===== src/core/adm_pkg.sv =====
package adm_pkg;
  // control word layout
  localparam int RW_BIT  = 15;
  localparam int IDX_MSB = 14;
  localparam int IDX_LSB = 8;
  localparam int DAT_MSB = 7;

  // register indices carried in the control word
  localparam logic [6:0] IDX_LEFT_ATTEN  = 7'h10;
  localparam logic [6:0] IDX_RIGHT_ATTEN = 7'h11;
  localparam logic [6:0] IDX_FMT_CTRL    = 7'h12;
  localparam logic [6:0] IDX_OUT_CTRL    = 7'h13;

  // reset values and the output control read mask
  localparam logic [7:0] ATTEN_RST    = 8'hFF;
  localparam logic [7:0] FMT_CTRL_RST = 8'h50;
  localparam logic [7:0] OUT_CTRL_RST = 8'h00;
  localparam logic [7:0] OUT_CTRL_RD_MASK = 8'hF3;

  // format/emphasis/mute control fields
  localparam int LOAD_EN_POS = 7;
  localparam int FMT_LSB     = 4;
  localparam int DMF_LSB     = 2;
  localparam int DME_POS     = 1;
  localparam int MUTE_POS    = 0;

  // output/filter/ramp control fields
  localparam int REV_POS  = 7;
  localparam int ATS_LSB  = 5;
  localparam int OPE_POS  = 4;
  localparam int FLT_POS  = 1;
  localparam int ZERO_HOLD_MUTE_ENABLE_POS = 0;

  // attenuator codes
  localparam logic [7:0] INF_MUTE_MAX = 8'h0E;
  localparam logic [7:0] ATTEN_FLOOR  = 8'h00;

  // serial format encodings
  localparam logic [2:0] FMT_RJ16  = 3'h0;
  localparam logic [2:0] FMT_RJ20  = 3'h1;
  localparam logic [2:0] FMT_RJ24  = 3'h2;
  localparam logic [2:0] FMT_LJ24  = 3'h3;
  localparam logic [2:0] FMT_I2S16 = 3'h4;
  localparam logic [2:0] FMT_I2S24 = 3'h5;

  // ramp intervals in word-clock periods, minus one
  localparam logic [2:0] RAMP_DIV1 = 3'h0;
  localparam logic [2:0] RAMP_DIV2 = 3'h1;
  localparam logic [2:0] RAMP_DIV4 = 3'h3;
  localparam logic [2:0] RAMP_DIV8 = 3'h7;
endpackage : adm_pkg


===== src/core/adm_mode_regs.sv =====
`timescale 1ns/1ns
`default_nettype none
module adm_mode_regs
  import adm_pkg::*;
(
  input  wire logic        clk,
  input  wire logic        rst_n,
  input  wire logic        cmd_valid,
  input  wire logic [15:0] cmd_word,
  input  wire logic        word_clock,
  input  wire logic        stream_mode,
  input  wire logic        ext_filter_through,
  input  wire logic        zero_left,
  input  wire logic        zero_right,
  output logic             rd_valid,
  output logic [7:0]       rd_data,
  output logic [7:0]       left_level,
  output logic [7:0]       right_level,
  output logic             left_inf_mute,
  output logic             right_inf_mute,
  output logic [2:0]       serial_format_sel,
  output logic [2:0]       ext_filter_format,
  output logic             ext_format_active,
  output logic [1:0]       deemph_rate_sel,
  output logic [1:0]       fir_perf_sel,
  output logic             deemph_enable,
  output logic             phase_invert,
  output logic             output_disable,
  output logic             rolloff_sel,
  output logic             zero_hold_active
);

  typedef struct packed {
    logic [2:0] wclk_sync;
    logic       wclk_level;
    logic [7:0] left_atten_code;
    logic [7:0] right_atten_code;
    logic [7:0] fmt_ctrl;
    logic [7:0] out_ctrl;
    logic [7:0] left_applied;
    logic [7:0] right_applied;
    logic [7:0] left_level;
    logic [7:0] right_level;
    logic [2:0] ramp_cnt;
    logic       rd_valid;
    logic [7:0] rd_data;
    logic       left_inf;
    logic       right_inf;
    logic [2:0] audio_fmt;
    logic [2:0] ext_fmt;
    logic       ext_active;
    logic [1:0] deemph_rate;
    logic [1:0] fir_perf;
    logic       deemph_on;
    logic       phase_inv;
    logic       out_dis;
    logic       rolloff;
    logic       zero_hold;
  } adm_state_t;

  adm_state_t state_reg;
  adm_state_t state_next;

  // all reset values gathered in one constant function
  function automatic adm_state_t adm_reset_state();
    adm_state_t s;
    s = '0;
    s.left_atten_code  = ATTEN_RST;
    s.right_atten_code = ATTEN_RST;
    s.fmt_ctrl         = FMT_CTRL_RST;
    s.out_ctrl         = OUT_CTRL_RST;
    s.left_applied     = ATTEN_RST;
    s.right_applied    = ATTEN_RST;
    s.left_level       = ATTEN_RST;
    s.right_level      = ATTEN_RST;
    s.audio_fmt        = FMT_I2S24;
    return s;
  endfunction : adm_reset_state
  localparam adm_state_t STATE_RST = adm_reset_state();

  // interval between attenuator steps, in word-clock periods minus one
  function automatic logic [2:0] ramp_limit(input logic [1:0] sel);
    case (sel)
      2'h0:    ramp_limit = RAMP_DIV1;
      2'h1:    ramp_limit = RAMP_DIV2;
      2'h2:    ramp_limit = RAMP_DIV4;
      default: ramp_limit = RAMP_DIV8;
    endcase
  endfunction : ramp_limit

  // one half-dB step toward the target, never overshooting
  function automatic logic [7:0] step_toward(input logic [7:0] cur, input logic [7:0] tgt);
    if (cur < tgt) begin
      step_toward = cur + 8'h01;
    end else if (cur > tgt) begin
      step_toward = cur - 8'h01;
    end else begin
      step_toward = cur;
    end
  endfunction : step_toward

  logic [6:0] cmd_idx;
  logic       cmd_wr;
  logic       cmd_rd;
  logic       wclk_rise;
  logic       ramp_tick;
  logic       load_en;
  logic       soft_mute;
  logic [7:0] left_target;
  logic [7:0] right_target;

  // command decode straight from the word presented with the strobe
  assign cmd_idx = cmd_word[IDX_MSB:IDX_LSB];
  assign cmd_wr  = cmd_valid & ~cmd_word[RW_BIT];
  assign cmd_rd  = cmd_valid & cmd_word[RW_BIT];

  // word clock edge seen only once the last two sync stages agree
  assign wclk_rise = (state_reg.wclk_sync[1] == state_reg.wclk_sync[2])
                   & state_reg.wclk_sync[2] & ~state_reg.wclk_level;
  // at or past the limit, so lowering the rate never waits for the counter to wrap
  assign ramp_tick = wclk_rise & (state_reg.ramp_cnt >= ramp_limit(state_reg.out_ctrl[ATS_LSB +: 2]));

  assign load_en   = state_reg.fmt_ctrl[LOAD_EN_POS];
  assign soft_mute = state_reg.fmt_ctrl[MUTE_POS];
  // soft mute overrides the applied code and ramps to the bottom code
  assign left_target  = soft_mute ? ATTEN_FLOOR : state_reg.left_applied;
  assign right_target = soft_mute ? ATTEN_FLOOR : state_reg.right_applied;

  always_comb begin
    state_next = state_reg;
    // pin synchroniser: stage 0 feeds only stage 1
    state_next.wclk_sync = {state_reg.wclk_sync[1:0], word_clock};
    if (state_reg.wclk_sync[1] == state_reg.wclk_sync[2]) begin
      state_next.wclk_level = state_reg.wclk_sync[2];
    end

    // ramp divider; restarts at every step so a rate change acts at once
    if (ramp_tick) begin
      state_next.ramp_cnt = 3'h0;
    end else if (wclk_rise) begin
      state_next.ramp_cnt = state_reg.ramp_cnt + 3'h1;
    end

    // register writes; unknown indices are dropped silently
    if (cmd_wr) begin
      case (cmd_idx)
        IDX_LEFT_ATTEN:  state_next.left_atten_code  = cmd_word[DAT_MSB:0];
        IDX_RIGHT_ATTEN: state_next.right_atten_code = cmd_word[DAT_MSB:0];
        IDX_FMT_CTRL:    state_next.fmt_ctrl         = cmd_word[DAT_MSB:0];
        IDX_OUT_CTRL:    state_next.out_ctrl         = cmd_word[DAT_MSB:0];
        default:         state_next.out_ctrl         = state_reg.out_ctrl;
      endcase
    end

    // readback one cycle after the strobe; unmapped reads return zero
    state_next.rd_valid = cmd_rd;
    state_next.rd_data  = 8'h00;
    if (cmd_rd) begin
      case (cmd_idx)
        IDX_LEFT_ATTEN:  state_next.rd_data = state_reg.left_atten_code;
        IDX_RIGHT_ATTEN: state_next.rd_data = state_reg.right_atten_code;
        IDX_FMT_CTRL:    state_next.rd_data = state_reg.fmt_ctrl;
        IDX_OUT_CTRL:    state_next.rd_data = state_reg.out_ctrl & OUT_CTRL_RD_MASK;
        default:         state_next.rd_data = 8'h00;
      endcase
    end

    // one shared gate: codes reach the attenuators only while it is set
    if (load_en) begin
      state_next.left_applied  = state_reg.left_atten_code;
      state_next.right_applied = state_reg.right_atten_code;
    end

    // attenuators walk one code per ramp interval instead of jumping
    if (ramp_tick) begin
      state_next.left_level  = step_toward(state_reg.left_level, left_target);
      state_next.right_level = step_toward(state_reg.right_level, right_target);
    end
    // low codes mean infinite attenuation rather than a finite level
    state_next.left_inf  = state_reg.left_level <= INF_MUTE_MAX;
    state_next.right_inf = state_reg.right_level <= INF_MUTE_MAX;

    // format field goes to the audio port or the external filter port
    state_next.ext_active = ext_filter_through;
    state_next.audio_fmt  = ext_filter_through ? state_reg.audio_fmt
                                               : state_reg.fmt_ctrl[FMT_LSB +: 3];
    state_next.ext_fmt    = ext_filter_through ? state_reg.fmt_ctrl[FMT_LSB +: 3] : 3'h0;

    // the rate field serves de-emphasis or the stream FIR, never both
    state_next.deemph_rate = stream_mode ? 2'h0 : state_reg.fmt_ctrl[DMF_LSB +: 2];
    state_next.fir_perf    = stream_mode ? state_reg.fmt_ctrl[DMF_LSB +: 2] : 2'h0;
    state_next.deemph_on   = state_reg.fmt_ctrl[DME_POS] & ~stream_mode;

    state_next.phase_inv = state_reg.out_ctrl[REV_POS];
    state_next.out_dis   = state_reg.out_ctrl[OPE_POS];
    state_next.rolloff   = state_reg.out_ctrl[FLT_POS];
    // zero flags come from logic on this clock, so no synchroniser
    state_next.zero_hold = state_reg.out_ctrl[ZERO_HOLD_MUTE_ENABLE_POS] & zero_left & zero_right
                         & ~stream_mode;
  end

  always_ff @(posedge clk or negedge rst_n) begin
    if (!rst_n) begin
      state_reg <= STATE_RST;
    end else begin
      state_reg <= state_next;
    end
  end

  // every output comes straight from the state register
  assign rd_valid          = state_reg.rd_valid;
  assign rd_data           = state_reg.rd_data;
  assign left_level        = state_reg.left_level;
  assign right_level       = state_reg.right_level;
  assign left_inf_mute     = state_reg.left_inf;
  assign right_inf_mute    = state_reg.right_inf;
  assign serial_format_sel = state_reg.audio_fmt;
  assign ext_filter_format = state_reg.ext_fmt;
  assign ext_format_active = state_reg.ext_active;
  assign deemph_rate_sel   = state_reg.deemph_rate;
  assign fir_perf_sel      = state_reg.fir_perf;
  assign deemph_enable     = state_reg.deemph_on;
  assign phase_invert      = state_reg.phase_inv;
  assign output_disable    = state_reg.out_dis;
  assign rolloff_sel       = state_reg.rolloff;
  assign zero_hold_active  = state_reg.zero_hold;

  // a read strobe is answered on the next edge, and only then
  chk_read_answer: assert property (@(posedge clk) disable iff (!rst_n)
    cmd_rd |=> rd_valid)
    else $error("read strobe not answered next cycle");

  // a write to the left index lands the data byte in the left code
  chk_write_lands: assert property (@(posedge clk) disable iff (!rst_n)
    cmd_wr && cmd_idx == IDX_LEFT_ATTEN |=> state_reg.left_atten_code == $past(cmd_word[7:0]))
    else $error("left code write lost");

  // with loading closed the applied codes must not move
  chk_load_gate: assert property (@(posedge clk) disable iff (!rst_n)
    !load_en |=> $stable(state_reg.left_applied) && $stable(state_reg.right_applied))
    else $error("applied code changed while load closed");

  // low codes must show as infinite mute one cycle later
  chk_inf_mute: assert property (@(posedge clk) disable iff (!rst_n)
    state_reg.left_level <= INF_MUTE_MAX |=> left_inf_mute)
    else $error("low code not reported as mute");

  // levels never move without a ramp tick
  chk_ramp_idle: assert property (@(posedge clk) disable iff (!rst_n)
    !ramp_tick |=> $stable(left_level) && $stable(right_level))
    else $error("level moved without a ramp tick");

  // soft mute takes exactly one code per tick toward the floor
  chk_soft_step: assert property (@(posedge clk) disable iff (!rst_n)
    ramp_tick && soft_mute && left_level != ATTEN_FLOOR |=> left_level == $past(left_level) - 8'h01)
    else $error("soft mute step wrong");

  // approach toward a higher applied code is one step per tick
  chk_step_up: assert property (@(posedge clk) disable iff (!rst_n)
    ramp_tick && !soft_mute && left_level < state_reg.left_applied |=> left_level == $past(left_level) + 8'h01)
    else $error("ramp up step wrong");

  // zero-hold mute never acts in stream mode
  chk_zero_stream: assert property (@(posedge clk) disable iff (!rst_n)
    stream_mode |=> !zero_hold_active)
    else $error("zero hold active in stream mode");

  // output disable follows its control bit within one cycle
  chk_out_disable: assert property (@(posedge clk) disable iff (!rst_n)
    state_reg.out_ctrl[OPE_POS] |=> output_disable)
    else $error("output disable not applied");

  // de-emphasis rate and FIR select never both non-zero
  chk_rate_split: assert property (@(posedge clk) disable iff (!rst_n)
    fir_perf_sel != 2'h0 |-> deemph_rate_sel == 2'h0 && $past(stream_mode))
    else $error("rate field used twice");

  // codes reach the applied registers every cycle the gate is open
  chk_load_follow: assert property (@(posedge clk) disable iff (!rst_n)
    load_en |=> state_reg.left_applied == $past(state_reg.left_atten_code))
    else $error("open load gate did not pass the left code");

  // right channel reports low codes as mute too
  chk_right_inf: assert property (@(posedge clk) disable iff (!rst_n)
    state_reg.right_level <= INF_MUTE_MAX |=> right_inf_mute)
    else $error("low right code not reported as mute");

  // codes above the mute range are finite levels
  chk_inf_clear: assert property (@(posedge clk) disable iff (!rst_n)
    state_reg.left_level > INF_MUTE_MAX |=> !left_inf_mute)
    else $error("finite code reported as mute");

  // approach toward a lower target is one step per tick
  chk_step_down: assert property (@(posedge clk) disable iff (!rst_n)
    ramp_tick && left_level > left_target |=> left_level == $past(left_level) - 8'h01)
    else $error("ramp down step wrong");

  // right channel walks down one code per tick as well
  chk_right_step: assert property (@(posedge clk) disable iff (!rst_n)
    ramp_tick && right_level > right_target |=> right_level == $past(right_level) - 8'h01)
    else $error("right ramp step wrong");

  // external filter mode takes the format field away from the audio port
  chk_ext_route: assert property (@(posedge clk) disable iff (!rst_n)
    ext_filter_through |=> ext_format_active && $stable(serial_format_sel))
    else $error("format field not rerouted in external filter mode");

  // normal mode drives the audio format from its field
  chk_fmt_follow: assert property (@(posedge clk) disable iff (!rst_n)
    !ext_filter_through |=> serial_format_sel == $past(state_reg.fmt_ctrl[FMT_LSB +: 3]))
    else $error("audio format does not follow its field");

  // de-emphasis is switched off in stream mode
  chk_deemph_stream: assert property (@(posedge clk) disable iff (!rst_n)
    stream_mode |=> !deemph_enable && deemph_rate_sel == 2'h0)
    else $error("de-emphasis active in stream mode");

  // zero-hold mute needs its enable and both channels zero
  chk_zero_hold: assert property (@(posedge clk) disable iff (!rst_n)
    zero_hold_active |-> $past(zero_left) && $past(zero_right) && $past(state_reg.out_ctrl[ZERO_HOLD_MUTE_ENABLE_POS]))
    else $error("zero hold without both zero flags");

  // polarity follows its control bit one cycle later
  chk_phase_follow: assert property (@(posedge clk) disable iff (!rst_n)
    1'b1 |=> phase_invert == $past(state_reg.out_ctrl[REV_POS]))
    else $error("phase invert does not follow its bit");

endmodule : adm_mode_regs
`default_nettype wire


===== config.mk =====
export PLATFORM = sky130hd
export DESIGN_NAME = adm_mode_regs
export DESIGN_NICKNAME = d
export VERILOG_FILES = /design/src/core/adm_pkg.sv /design/src/core/adm_mode_regs.sv
export SDC_FILE = /design/constraint.sdc
export NUM_CORES = 1
export LEC_CHECK = 0
export ABC_AREA = 1
export ABC_CLOCK_PERIOD_IN_PS = 6000
export BUFFER_PORTS_ARGS = -buffer_cell sky130_fd_sc_hd__buf_4
export CAP_MARGIN = 20
export CORE_ASPECT_RATIO = 0.8
export CORE_MARGIN = 4
export CORE_UTILIZATION = 40
export CTS_CLUSTER_DIAMETER = 60
export DETAILED_ROUTE_END_ITERATION = 10
export GPL_TIMING_DRIVEN = 1
export PLACE_DENSITY = 0.69
export SLEW_MARGIN = 10
export SYNTH_ARGS = -nofsm -noshare
export SYNTH_HDL_FRONTEND = slang
export SYNTH_SLANG_ARGS = --single-unit

===== constraint.sdc =====
create_clock -name clk -period 6 [get_ports clk]
set_clock_uncertainty 0.1 [all_clocks]
set_input_delay 0.9 -clock clk [delete_from_list [all_inputs] [get_ports clk]]
set_output_delay 0.9 -clock clk [all_outputs]
set_load 0.1 [all_outputs]

==> impl_metrics.ini <==
[sta]
min_period_ns = 3.21
setup_viol = 0
relSlewSlack_pct = 47.9
setup_tns_ns = 0
period_share_pct = 53.4
fin_hold_ws_ns = 0.252
rsz0062_at_grt = no
hold_viol = 0
tightest_slew_ns = 0.781
fmax_ghz = 0.312
finalMaxSlewViolations = 0

[clocking]
ctsHtreeMaxLevel = 3
cts_sinks = 96
clkLatencyLatePin_ns = 0.34
cts.reportedPaths.clkPinSlew_ns = 0.07
cts.repair.resized = 0
postCtsHoldBufs = 0
root_buffer = clkbuf_16
clock_tree.buffer_depth = 2
cts_buffers = 9
cts_setup_buffers = 0
cts_tree = done

[grt]
grt_pass1_vias = 3805
grt_max_degree = 65
grt_pass1_wl_um = 18100
grt_usage_pct = 15.4
overflow = 0
antenna_found_initial = 0

[power_and_ir_drop]
seqPwrFrac_pct = 28.3
combPwrFrac_pct = 51.8
p_switching_mw = 1.47
p_int_mw = 1.71
pwr-share-clk_pct = 19.8
power_leakage_nw = 2.87
swShare_pct = 46.2
ir_worst_vdd_mv = 0.340
powerDensity_mw_per_mm2 = 542

[yosys]
synth_flop_cell = dfstp_2
synthCells = 567
syn-cell-area_mm2 = 0.00513
synth_area_leaders = dfstp_2 27%, dfrtp_1 21%, nand2_1 11%
synth_edf_count = 0
yosysTopAreaCellShare_pct = 26.6
yosysMostFrequentCell = nand2_1
yosys_warnings = 0
async_flop_share_pct = 100
synth_seq_area_share_pct = 48.1
yosys.cell_types.count = 32
synth_area_leader_cell = dfstp_2
synth_commonest_cells = 153 x nand2_1, 52 x dfstp_2, 51 x inv_1
synthesis.nets = 626
avgSynthCellArea_um2 = 9.05
ys_seq_elements = 96

[die]
rows = 36
pin_count = 67
dieArea_mm2 = 0.0147
initial_core_util_pct = 41.4
coreArea_mm2 = 0.0124
die_h_um = 109
die_x_um = 135

[setup_path]
cp_top_family = simple AND/OR/NAND/NOR gates
arrival_ns = 3.38
cp_max_fo = 15
cp_cell_sequence = inv_1 > nand2_1 > ha_1 > nand2_1 > nor2_1 > nor2_1 > nand2_1 > ha_1 > a21oi_1 > nand2_1 > a21oi_1 > nand3_1 > nand2_1 > nor2_1 > nand2_1 > nand2_1
start_kind = flop
cp.depth = 16
ff2ff_setup_slack_ns = 2.79
crit_end = left_level[7]$_DFFE_PN1P_
crit-reg2reg-capture = left_level[7]$_DFFE_PN1P_
endpoint_kind = flop
r2r-start = soft_mute$_DFFE_PN0P_
worstSetupStartpoint = soft_mute$_DFFE_PN0P_
path_common_cell = nand2_1
path_class = reg2reg
cp.required_ns = 6.17
slowest_stage = dfrtp_1
rr_worst_depth = 16
critPathBufInv = 1
slowest_delay_ns = 0.42

[route]
route.detailed.wl_per_inst_um = 13.8
antenna_left = 0
num_vias = 3732
drt-vias-per-instance = 4.80
drt_iter0_drc = 156
drt_wl_total_um = 10800
dr.pass1.iters = 4
drc = 0

[hold_path]
worstHoldStart = state_next[96]$_DFF_PN0_
min_path_type = reg2reg

[status]
status = completed

[final_layout]
design_area_mm2 = 0.00587
synthToLayoutAreaGrowth_pct = 14.3
drive_gt1_share_pct = 29.5
nets = 660
n_antenna_cell = 0
largest_reg_flops = 46

[placed_design]
routabilityCongestion = 0.814
numPortBuffers = 66
postPlaceCellArea_mm2 = 0.00554
dp.final_hpwl_um = 7990

[job]
drv_cap = 0
==> worst register-to-register path: stages (launching register included) <==
cell	delay, ns
dfrtp_1	0.42
inv_1	0.34
nand2_1	0.17
ha_1	0.31
nand2_1	0.11
nor2_1	0.07
nor2_1	0.15
nand2_1	0.27
ha_1	0.43
a21oi_1	0.14
nand2_1	0.13
a21oi_1	0.16
nand3_1	0.08
nand2_1	0.10
nor2_1	0.06
nand2_1	0.07
nand2_1	0.05
==> kinds of logic after synthesis <==
group                    synth area share [%]
AND/OR/NAND/NOR                          18.2
flip-flops                               48.1
AO/OA/AOI/OAI                            8.99
XOR/XNOR                                 2.22
adder cells (fa/ha/maj)                  8.82
multiplexers                             3.07
buffers and inverters                    10.7
==> worst min path at each step <==
stage | end | depth (start not counted) | slack, ns
floorplan | state_next[97]$_DFF_PN0_ | 0 | 0.23
global placement | state_next[97]$_DFF_PN0_ | 0 | 0.24
detailed placement | state_next[97]$_DFF_PN0_ | 0 | 0.23
CTS | state_next[97]$_DFF_PN0_ | 0 | 0.25
global route | state_next[97]$_DFF_PN0_ | 0 | 0.26
finish | state_next[97]$_DFF_PN0_ | 0 | 0.25
==> cell type report <==
class	instances	area, µm²
fillers	1166	6520
well taps	171	214
multi-input cells	365	2120
flip-flops and latches	96	2470
clock buffers	10	239
inverters	62	233
repair buffers	67	503
clock inverters	6	90.1
==> metrics by stage <==
stage	power, mW	setup slack [ns]	utilization (%)	instances
CTS	3.20	2.83	47.4	777
global route	3.42	2.42	47.4	777
floorplan	2.29	3.17	-	567
detailed placement	2.55	2.85	44.7	761
global placement	2.49	3.00	44.7	761
finish	3.18	2.79	47.4	777
==> power by group through the flow <==
| stage | combinational (mW) | sequential (mW) | clock [mW] |
|---|---|---|---|
| after floorplan | 1.37 | 0.918 | 0 |
| after global placement | 1.58 | 0.912 | 0 |
| after detailed placement | 1.63 | 0.912 | 0 |
| after CTS | 1.65 | 0.903 | 0.645 |
| after global routing | 1.83 | 0.918 | 0.676 |
| final | 1.65 | 0.901 | 0.630 |
==> cells in the final DEF, fill, tap and decap left out, types with 2 or more instances in the layout <==
master,synthesis,routed
a21o_1,4,4
a21oi_1,16,16
a41oi_1,2,2
buf_4,37,67
bufinv_16,0,2
clkbuf_16,0,9
dfrtp_1,44,44
dfstp_2,52,52
fa_1,2,2
ha_1,33,33
inv_1,51,51
inv_2,11,11
mux2_2,14,14
nand2_1,153,153
nand2_2,5,5
nand2_4,2,2
nand3_1,21,21
nor2_1,34,34
nor3_1,3,3
o211ai_1,2,2
o21ai_0,7,7
o21ai_1,39,39
o21ai_2,8,8
o22ai_1,2,2
xnor2_1,8,8
xor2_1,5,5
==> metal layers <==
layer	part of all wire, %	global-route usage (%)
met5	0	0
met4	1.4	4.87
met3	3.3	3.16
met2	49	26.5
met1	46	19.7
Power figures use the tool's default switching activity.
